--- config.mk ---
export PLATFORM = sky130hd
export DESIGN_NAME = io_ports_top
export DESIGN_NICKNAME = d
export VERILOG_FILES = /design/src/io_ports_pkg.sv /design/src/pin_sync.sv /design/src/pin_driver.sv /design/src/io_ports_top.sv
export VERILOG_INCLUDE_DIRS = /design/src
export SDC_FILE = /design/constraint.sdc
export NUM_CORES = 1
export LEC_CHECK = 0
export ABC_CLOCK_PERIOD_IN_PS = 3700
export BUFFER_PORTS_ARGS = -buffer_cell sky130_fd_sc_hd__buf_2
export CAP_MARGIN = 20
export CORE_MARGIN = 4
export CORE_UTILIZATION = 45
export CTS_CLUSTER_DIAMETER = 60
export DETAILED_ROUTE_END_ITERATION = 12
export PLACE_DENSITY = 0.76
export SYNTH_ARGS = -nofsm -noshare
export SYNTH_HDL_FRONTEND = slang
export SYNTH_SLANG_ARGS = --single-unit
--- constraint.sdc ---
create_clock -name core_clk -period 3.7 [get_ports core_clk]
set_clock_uncertainty 0.1 [all_clocks]
set_input_delay 0.37 -clock core_clk [delete_from_list [all_inputs] [get_ports core_clk]]
set_output_delay 0.37 -clock core_clk [all_outputs]
set_load 0.01 [all_outputs]
--- src/io_ports_defs.svh ---
// Register offsets, reset values and field positions of the parallel port block
`ifndef IO_PORTS_DEFS_SVH
`define IO_PORTS_DEFS_SVH

// ----------------------------------------------------------------------------
// Register indexes (byte address is four times the index)
// ----------------------------------------------------------------------------
`define IDX_PORT_ZERO_OUTPUT_LATCH 6'h00
`define IDX_PORT_ONE_OUTPUT_LATCH 6'h01
`define IDX_PORT_TWO_OUTPUT_LATCH 6'h02
`define IDX_PORT_ZERO_OUTPUT_TYPE 6'h08
`define IDX_PORT_ONE_DIRECTION 6'h09
`define IDX_PORT_ZERO_PIN_LEVEL 6'h0b
`define IDX_PORT_TWO_PIN_LEVEL 6'h0c
`define IDX_PORT_MODE_CONTROL 6'h2d

// ----------------------------------------------------------------------------
// Reset values
// ----------------------------------------------------------------------------
`define RST_PORT_ZERO_OUTPUT_LATCH 8'hff
`define RST_PORT_ZERO_OUTPUT_TYPE 8'h00
`define RST_PORT_ONE_OUTPUT_LATCH 8'h00
`define RST_PORT_ONE_DIRECTION 8'h00
`define RST_PORT_TWO_OUTPUT_LATCH 3'h7
`define RST_PORT_MODE_CONTROL 1'h0

// ----------------------------------------------------------------------------
// Field positions
// ----------------------------------------------------------------------------
`define POS_DUAL_CLOCK_MODE 0
`define POS_STOP_RELEASE_BIT 0
`define POS_CRYSTAL_IN_BIT 1
`define POS_CRYSTAL_OUT_BIT 2

`endif

--- src/io_ports_pkg.sv ---
// Types shared by the parallel port block
`default_nettype none

package io_ports_pkg;

    // Bus access sequence, one-hot
    typedef enum logic [3:0] {
        ST_IDLE = 4'b0001,
        ST_FIRST = 4'b0010,
        ST_SECOND = 4'b0100,
        ST_ANSWER = 4'b1000
    } access_state_t;

    typedef logic [7:0] port_byte_t;

endpackage

`default_nettype wire

--- src/pin_sync.sv ---
// Two-flop synchroniser for a group of pin levels
`timescale 1ns/100ps
`default_nettype none

module pin_sync #(
    parameter int WIDTH = 8
) (
    input wire logic core_clk,
    input wire logic rst,
    input wire logic [WIDTH-1:0] async_in,
    output logic [WIDTH-1:0] sync_out
);

    logic [WIDTH-1:0] stage_one;

    // First stage feeds only the second stage
    always_ff @(posedge core_clk or posedge rst) begin
        if (rst) begin
            stage_one <= '0;
            sync_out <= '0;
        end else begin
            stage_one <= async_in;
            sync_out <= stage_one;
        end
    end

endmodule

`default_nettype wire

--- src/pin_driver.sv ---
// Registered driver for one port pin, push-pull or sink open-drain
`timescale 1ns/100ps
`default_nettype none

module pin_driver (
    input wire logic core_clk,
    input wire logic rst,
    input wire logic latch_bit,
    input wire logic periph_bit,
    input wire logic push_pull,
    input wire logic drive_allow,
    input wire logic release_pin,
    output logic pin_out,
    output logic pin_oe
);

    logic eff_bit;

    // Peripheral can only pull low while the latch holds one
    assign eff_bit = latch_bit & periph_bit;

    // Open-drain sinks only on zero; release wins over everything
    always_ff @(posedge core_clk or posedge rst) begin
        if (rst) begin
            pin_out <= 1'b0;
            pin_oe <= 1'b0;
        end else if (release_pin || !drive_allow) begin
            pin_out <= 1'b0;
            pin_oe <= 1'b0;
        end else if (push_pull) begin
            pin_out <= eff_bit;
            pin_oe <= 1'b1;
        end else begin
            pin_out <= 1'b0;
            pin_oe <= ~eff_bit;
        end
    end

endmodule

`default_nettype wire

--- src/io_ports_top.sv ---
// Parallel ports zero to two with a classic Wishbone register slave
//
// Contract
// Pin levels are sampled in the first state
// Output latches change in the second state
// Outputs latched, inputs read live pin level
// Outside source holds input until read
// Reset: port zero latch ones, type zeros
// Type zero open-drain, type one push-pull
// Inputs: set latch one, then type zero
// Port zero latch and pin register separate
// Peripheral output needs latch held at one
// Port one direction: zero in, one out
// Reset: port one direction and latch zero
// Port one read mixes latch and pin
// Read-modify-write copies input pins into latch
// Timer output: latch one before direction
// Port two three bits, latch resets ones
// Port two inputs need latch one
// Dual-clock mode gives bits one, two to crystal
// Port two pin register, upper bits undefined
// Bit zero falling edge flags external interrupt
// Stop mode floats port two bit zero
// Open-drain sinks only on zero value
//
// Local design decision: register access over Wishbone.
`timescale 1ns/100ps
`default_nettype none

`include "io_ports_defs.svh"

module io_ports_top
    import io_ports_pkg::*;
(
    input wire logic core_clk,
    input wire logic rst,
    // Wishbone classic slave
    input wire logic wb_cyc_i,
    input wire logic wb_stb_i,
    input wire logic wb_we_i,
    input wire logic [7:0] wb_adr_i,
    input wire logic [3:0] wb_sel_i,
    input wire logic [31:0] wb_dat_i,
    output logic [31:0] wb_dat_o,
    output logic wb_ack_o,
    // Port zero pins
    input wire logic [7:0] port_zero_in,
    output logic [7:0] port_zero_out,
    output logic [7:0] port_zero_oe,
    // Port one pins
    input wire logic [7:0] port_one_in,
    output logic [7:0] port_one_out,
    output logic [7:0] port_one_oe,
    // Port two pins
    input wire logic [2:0] port_two_in,
    output logic [2:0] port_two_out,
    output logic [2:0] port_two_oe,
    // Peripheral output functions, idle high
    input wire logic [7:0] periph_zero_out,
    input wire logic [7:0] periph_one_out,
    // System state
    input wire logic stop_mode_active,
    // Synchronised pin levels towards the peripherals, the registered dual-clock mode copy and the stop-release fall flag
    output logic [7:0] port_zero_level,
    output logic [7:0] port_one_level,
    output logic [2:0] port_two_level,
    output logic dual_clock_mode,
    output logic stop_release_fall
);

    // ------------------------------------------------------------------------
    // Registers and local signals
    // ------------------------------------------------------------------------
    access_state_t state;
    access_state_t next_state;
    port_byte_t port_zero_output_latch;
    port_byte_t port_zero_output_type;
    port_byte_t port_one_output_latch;
    port_byte_t port_one_direction;
    logic [2:0] port_two_output_latch;
    logic port_mode_control;
    logic stop_release_prev;
    logic [5:0] reg_index;
    logic req;
    logic write_now;
    logic lane_zero;
    logic [7:0] read_byte;
    logic [7:0] drive_push_pull_zero;
    logic [2:0] drive_allow_two;
    logic [2:0] release_two;

    assign reg_index = wb_adr_i[7:2];
    assign req = wb_cyc_i & wb_stb_i;
    assign lane_zero = wb_sel_i[0];
    // Latches change only at the end of the second state
    assign write_now = (state == ST_SECOND) & req & wb_we_i & lane_zero;

    // ------------------------------------------------------------------------
    // Pin synchronisers
    // ------------------------------------------------------------------------
    // Pins come from outside the clock domain
    pin_sync #(.WIDTH(8)) sync_zero (
        .core_clk(core_clk),
        .rst(rst),
        .async_in(port_zero_in),
        .sync_out(port_zero_level)
    );

    pin_sync #(.WIDTH(8)) sync_one (
        .core_clk(core_clk),
        .rst(rst),
        .async_in(port_one_in),
        .sync_out(port_one_level)
    );

    pin_sync #(.WIDTH(3)) sync_two (
        .core_clk(core_clk),
        .rst(rst),
        .async_in(port_two_in),
        .sync_out(port_two_level)
    );

    // ------------------------------------------------------------------------
    // Access sequence
    // ------------------------------------------------------------------------
    // Idle, first state (sample), second state (write), answer
    always_comb begin
        next_state = state;
        case (state)
            ST_IDLE: begin
                if (req) begin
                    next_state = ST_FIRST;
                end
            end
            ST_FIRST: begin
                next_state = ST_SECOND;
            end
            ST_SECOND: begin
                next_state = ST_ANSWER;
            end
            ST_ANSWER: begin
                next_state = ST_IDLE;
            end
            default: begin
                next_state = ST_IDLE;
            end
        endcase
    end

    always_ff @(posedge core_clk or posedge rst) begin
        if (rst) begin
            state <= ST_IDLE;
        end else begin
            state <= next_state;
        end
    end

    // Ack rises as the latch write lands, drops one cycle later
    always_ff @(posedge core_clk or posedge rst) begin
        if (rst) begin
            wb_ack_o <= 1'b0;
        end else begin
            wb_ack_o <= (state == ST_SECOND) & req;
        end
    end

    // ------------------------------------------------------------------------
    // Read data
    // ------------------------------------------------------------------------
    // Unmapped indexes read zero, narrow registers pad with zero
    always_comb begin
        read_byte = 8'h00;
        if (reg_index == `IDX_PORT_ZERO_OUTPUT_LATCH) begin
            read_byte = port_zero_output_latch;
        end else if (reg_index == `IDX_PORT_ONE_OUTPUT_LATCH) begin
            // Input bits show the pin, so a read-modify-write
            // copies pins into their latches
            read_byte = (port_one_direction & port_one_output_latch)
                | (~port_one_direction & port_one_level); // see
        end else if (reg_index == `IDX_PORT_TWO_OUTPUT_LATCH) begin
            read_byte = {5'h00, port_two_output_latch};
        end else if (reg_index == `IDX_PORT_ZERO_OUTPUT_TYPE) begin
            read_byte = port_zero_output_type;
        end else if (reg_index == `IDX_PORT_ONE_DIRECTION) begin
            read_byte = port_one_direction;
        end else if (reg_index == `IDX_PORT_ZERO_PIN_LEVEL) begin
            read_byte = port_zero_level; // see
        end else if (reg_index == `IDX_PORT_TWO_PIN_LEVEL) begin
            // Upper bits undefined by the port; returned as zero
            read_byte = {5'h00, port_two_level};
        end else if (reg_index == `IDX_PORT_MODE_CONTROL) begin
            read_byte = {7'h00, port_mode_control};
        end
    end

    // Pin level captured at the end of the first state
    always_ff @(posedge core_clk or posedge rst) begin
        if (rst) begin
            wb_dat_o <= 32'h0000_0000;
        end else if ((state == ST_FIRST) && req && !wb_we_i) begin
            wb_dat_o <= {24'h00_0000, read_byte}; // see
        end else if (state == ST_IDLE) begin
            wb_dat_o <= 32'h0000_0000;
        end
    end

    // ------------------------------------------------------------------------
    // Port zero registers
    // ------------------------------------------------------------------------
    always_ff @(posedge core_clk or posedge rst) begin
        if (rst) begin
            port_zero_output_latch <= `RST_PORT_ZERO_OUTPUT_LATCH;
        end else if (write_now && reg_index == `IDX_PORT_ZERO_OUTPUT_LATCH) begin
            port_zero_output_latch <= wb_dat_i[7:0];
        end
    end

    always_ff @(posedge core_clk or posedge rst) begin
        if (rst) begin
            port_zero_output_type <= `RST_PORT_ZERO_OUTPUT_TYPE;
        end else if (write_now && reg_index == `IDX_PORT_ZERO_OUTPUT_TYPE) begin
            port_zero_output_type <= wb_dat_i[7:0];
        end
    end

    // ------------------------------------------------------------------------
    // Port one registers
    // ------------------------------------------------------------------------
    always_ff @(posedge core_clk or posedge rst) begin
        if (rst) begin
            port_one_output_latch <= `RST_PORT_ONE_OUTPUT_LATCH;
        end else if (write_now && reg_index == `IDX_PORT_ONE_OUTPUT_LATCH) begin
            // Whole byte is written, input bits included
            port_one_output_latch <= wb_dat_i[7:0];
        end
    end

    always_ff @(posedge core_clk or posedge rst) begin
        if (rst) begin
            port_one_direction <= `RST_PORT_ONE_DIRECTION;
        end else if (write_now && reg_index == `IDX_PORT_ONE_DIRECTION) begin
            port_one_direction <= wb_dat_i[7:0];
        end
    end

    // ------------------------------------------------------------------------
    // Port two and mode registers
    // ------------------------------------------------------------------------
    always_ff @(posedge core_clk or posedge rst) begin
        if (rst) begin
            port_two_output_latch <= `RST_PORT_TWO_OUTPUT_LATCH;
        end else if (write_now && reg_index == `IDX_PORT_TWO_OUTPUT_LATCH) begin
            port_two_output_latch <= wb_dat_i[2:0];
        end
    end

    always_ff @(posedge core_clk or posedge rst) begin
        if (rst) begin
            port_mode_control <= `RST_PORT_MODE_CONTROL;
        end else if (write_now && reg_index == `IDX_PORT_MODE_CONTROL) begin
            port_mode_control <= wb_dat_i[`POS_DUAL_CLOCK_MODE];
        end
    end

    // Registered copy for the clock generator
    always_ff @(posedge core_clk or posedge rst) begin
        if (rst) begin
            dual_clock_mode <= 1'b0;
        end else begin
            dual_clock_mode <= port_mode_control;
        end
    end

    // ------------------------------------------------------------------------
    // Stop-release edge
    // ------------------------------------------------------------------------
    // Any falling edge counts, even one the port drives itself,
    // which is why this bit is best left as an input
    always_ff @(posedge core_clk or posedge rst) begin
        if (rst) begin
            // Low like the synchroniser's reset, so no false fall after reset
            stop_release_prev <= 1'b0;
            stop_release_fall <= 1'b0;
        end else begin
            stop_release_prev <= port_two_level[`POS_STOP_RELEASE_BIT];
            stop_release_fall <= stop_release_prev
                & ~port_two_level[`POS_STOP_RELEASE_BIT];
        end
    end

    // ------------------------------------------------------------------------
    // Pin drivers
    // ------------------------------------------------------------------------
    assign drive_push_pull_zero = port_zero_output_type;

    // Crystal pins in dual-clock mode and the stop-release pin in stop mode are taken from the port
    always_comb begin
        drive_allow_two = 3'h7;
        release_two = 3'h0;
        drive_allow_two[`POS_CRYSTAL_IN_BIT] = ~port_mode_control;
        drive_allow_two[`POS_CRYSTAL_OUT_BIT] = ~port_mode_control;
        release_two[`POS_STOP_RELEASE_BIT] = stop_mode_active;
    end

    for (genvar i = 0; i < 8; i++) begin : g_zero
        // Open-drain sinks only on zero; periph output gated by latch
        pin_driver drv (
            .core_clk(core_clk),
            .rst(rst),
            .latch_bit(port_zero_output_latch[i]),
            .periph_bit(periph_zero_out[i]),
            .push_pull(drive_push_pull_zero[i]),
            .drive_allow(1'b1),
            .release_pin(1'b0),
            .pin_out(port_zero_out[i]),
            .pin_oe(port_zero_oe[i])
        ); // see
    end

    for (genvar i = 0; i < 8; i++) begin : g_one
        // Direction bit enables a push-pull driver
        pin_driver drv (
            .core_clk(core_clk),
            .rst(rst),
            .latch_bit(port_one_output_latch[i]),
            .periph_bit(periph_one_out[i]),
            .push_pull(1'b1),
            .drive_allow(port_one_direction[i]),
            .release_pin(1'b0),
            .pin_out(port_one_out[i]),
            .pin_oe(port_one_oe[i])
        );
    end

    for (genvar i = 0; i < 3; i++) begin : g_two
        // Sink open-drain, so a latch of one leaves the pin free
        pin_driver drv (
            .core_clk(core_clk),
            .rst(rst),
            .latch_bit(port_two_output_latch[i]),
            .periph_bit(1'b1),
            .push_pull(1'b0),
            .drive_allow(drive_allow_two[i]),
            .release_pin(release_two[i]),
            .pin_out(port_two_out[i]),
            .pin_oe(port_two_oe[i])
        );
    end

endmodule

`default_nettype wire

==> impl_metrics.tcl <==
set metrics [dict create \
    dieArea_um2 12750 \
    worst_setup_path_start_kind "flip-flop" \
    port_buffers 120 \
    crit_start "state[2]$_DFFE_PP0P_" \
    diodes 0 \
    ys_types 41 \
    ir_worst_vdd_v 0.0003644 \
    status "finished clean" \
    cp.arrival_ps 2950 \
    min_period_ps 2649 \
    final-hold-violation-count 0 \
    vias_per_cell 5.046 \
    setup-violations-final 0 \
    path_cells "nor4b_4 > or3b_1 > nor2_1 > o221ai_1 > o211a_1" \
    rows 38 \
    synthAdderAreaFrac_pct 0 \
    path_clk_slew_ps 60 \
    cts-buffers-inserted 17 \
    power_density_nw_per_um2 514.2 \
    multi_input_area_um2 1393 \
    synthSimpleGateAreaFrac_pct 10.20 \
    vias 3295 \
    nNetsFinal 585 \
    syn_area_um2 4954 \
    drt_wl_total_um 11530 \
    slew_viol_final 0 \
    fillCellCount 838 \
    max_stage_delay_ps 650 \
    grt_pass1_vias 3451 \
    crit_required_ps 4000 \
    place_congestion 0.8727 \
    path_max_fanout 14 \
    tightest_slew_ps 779.6 \
    drtPass1Iterations 5 \
    drv_cap 0 \
    place_area_um2 5354 \
    power_w 0.003255 \
    design_area_um2 6330 \
    cp-end-kind "flip-flop" \
    r2r_setup_slack_ps 1050 \
    dpl.cell_count 584 \
    drive_above_1_share_pct 40.35 \
    die_y_um 112.9 \
    cts.sinks 125 \
    drcViolationCount 0 \
    register_area_um2 3143 \
    syn_inst 366 \
    track_usage_pct 18.92 \
    synth-compound-area-share_pct 5.860 \
    final_cells 653 \
    clk_path_buf_depth 2 \
    cp_top_family "simple AND/OR/NAND/NOR gates" \
    whs_ps 30.33 \
    cts_tree "yes" \
    root_buffer "clkbuf_8" \
    synth_area_leaders "dfrtp_1 57%, buf_4 9.4%, mux2_2 8.4%" \
    synth-seq-area-share_pct 63.45 \
    place_hpwl_um 7358 \
    worstHoldStart "wb_dat_i[7]" \
    fmax_mhz 377.6 \
    drtIter0Drc 206 \
    syn_to_final_growth_pct 27.78 \
    grt_antenna_before_repair 1 \
    yosysTopAreaCellShare_pct 57.09 \
    p_leak_nw 3.164 \
    rsz0062_at_grt "no" \
    grt_pass1_wl_um 18110 \
    muxShareOfSynthArea_pct 9.826 \
    ys_warn_count 0 \
    avgSynthCellArea_um2 13.53 \
    fin_tns_setup_ps 0 \
    postRouteAntennaNets 0 \
    worst-path-buf-inv 0 \
    critical_path_class "flip-flop to flip-flop" \
    rr_startpoint "state[2]$_DFFE_PP0P_" \
    core_area_um2 10790 \
    synth_top_family_by_area "buffers and inverters" \
    avgRoutedWirePerCell_um 17.66 \
    synth_area_leader_cell "dfrtp_1" \
    hold_path_class "input pin to flip-flop" \
    cpMaxStageDelayCell "or3b_1" \
    insertion_delay_ps 520 \
    slew_headroom_pct 47.92 \
    gr-total-overflow 0 \
    synth_seq_cells 125 \
    fp.dieW_um 112.9 \
    grt_max_degree 126 \
    timing.final.crit_share_pct 71.58 \
    io_pins 177 \
    synth_xor_area_share_pct 0.1768 \
    htreeDepth 4 \
    start_util_pct 45.90 \
]
worst reg2reg max path: cells and delay by family (launching register included):
kind               cells  cell delay, ps
DFF                    1             410
and+or+nand+nor        3            1560
AOI/OAI and AO/OA      2             470
sequential cells by signal, summed over array words and instances (netlist names), 4 cells and up:
register                count
port_one_output_latch       8
sync_one.sync_out           8
state                       4
wb_dat_o                    8
g_zero.drv.pin_oe           8
port_one_direction          8
port_zero_output_latch      8
sync_zero.sync_out          8
drive_push_pull_zero        8
sync_zero.stage_one         8
sync_one.stage_one          8
g_one.drv.pin_oe            8
g_one.drv.pin_out           8
g_zero.drv.pin_out          8
routing by layer:
layer	vias to the layer above	part of all wire, %	track usage (%)
met5	-	0.16	0
li1	1478	-	-
met4	2	2.2	7.692
met1	1646	40	23.41
met2	143	49	30.96
met3	26	8.5	5.936
final cells by class:
cell class	instances	area share, %
Clock buffer	21	6.938
Clock inverter	11	2.629
Inverter	3	0.2372
Multi-Input combinational cell	194	22.00
Sequential cell	125	49.65
Tap cell	140	2.767
Timing Repair Buffer	159	15.77
cells by family (layout without fill, tap and decap cells):
logic type,after synthesis,after routing
xor+xnor,1,1
simple gates,85,85
mux,44,44
flops,125,125
buf+inv,73,194
compound gates,37,37
other cells,1,27
final timing paths:
kind	endpoint	cells after the start
worst max-delay path	wb_dat_o[6]$_DFFE_PP0P_	5
worst min-delay path	port_one_direction[7]$_DFFE_PP0P_	2
worst max register to register	wb_dat_o[6]$_DFFE_PP0P_	5
worst min register to register	sync_one.sync_out[3]$_DFF_PP0_	0
max in group asynchronous	sync_one.sync_out[2]$_DFF_PP0_	4
min in group asynchronous	sync_one.stage_one[0]$_DFF_PP0_	4
cell usage after synthesis, drive strengths merged:
cell type	instances
and3	17
a211o	1
mux2i	7
inv	3
o21a	1
nor4	6
or3	1
conb	1
buf	64
a221oi	11
o211ai	2
or3b	2
or4b	1
xor2	1
nand2b	1
nand3b	7
nand3	3
dfstp	12
dfrtp	113
o21ai	8
nor2b	2
nand2	21
o22ai	2
clkbuf	6
o221ai	5
o211a	5
nor3	4
nor3b	1
nor2	10
or4	4
a32oi	1
a211oi	1
nor4b	2
or2	3
mux2	37
per-stage QoR:
stage | utilization [%] | worst slack, ps
6_report | 58.65 | 1051
3_3_place_gp | 49.61 | 1057
3_5_place_dp | 49.61 | 1008
4_1_cts | 58.65 | 1068
2_1_floorplan | - | 1621
5_1_grt | 58.65 | 915.8
placed cells by master (no fill, tap or decap), types with 3 or more instances in the layout:
cell type      count
buf_2            120
dfrtp_1          113
mux2_2            37
dlygate4sd3_1     37
conb_1            27
nand2_1           21
and3_1            17
clkbuf_16         16
dfstp_2           12
a221oi_1          11
nor2_1            10
o21ai_0            8
nand3b_1           7
mux2i_1            7
nor4_1             6
o221ai_1           5
o211a_1            5
or4_1              4
clkinvlp_4         4
bufinv_16          4
nand3_1            3
clkinv_2           3
clkbuf_1           3
power breakdown:
| group | internal (W) | switching (W) | leakage [nW] |
|---|---|---|---|
| clock network | 0.00111 | 0.000576 | 0.288 |
| logic | 0.0000679 | 0.0000947 | 1.32 |
| registers | 0.00140 | 0.0000126 | 1.56 |
what timing repair did:
item / CTS / global route
gates resized for setup: 0 / 0
hold buffers: 37 / 0
endpoints found under the hold margin: 156 / 0
setup buffers: 0 / 0
Power figures use the tool's default switching activity.
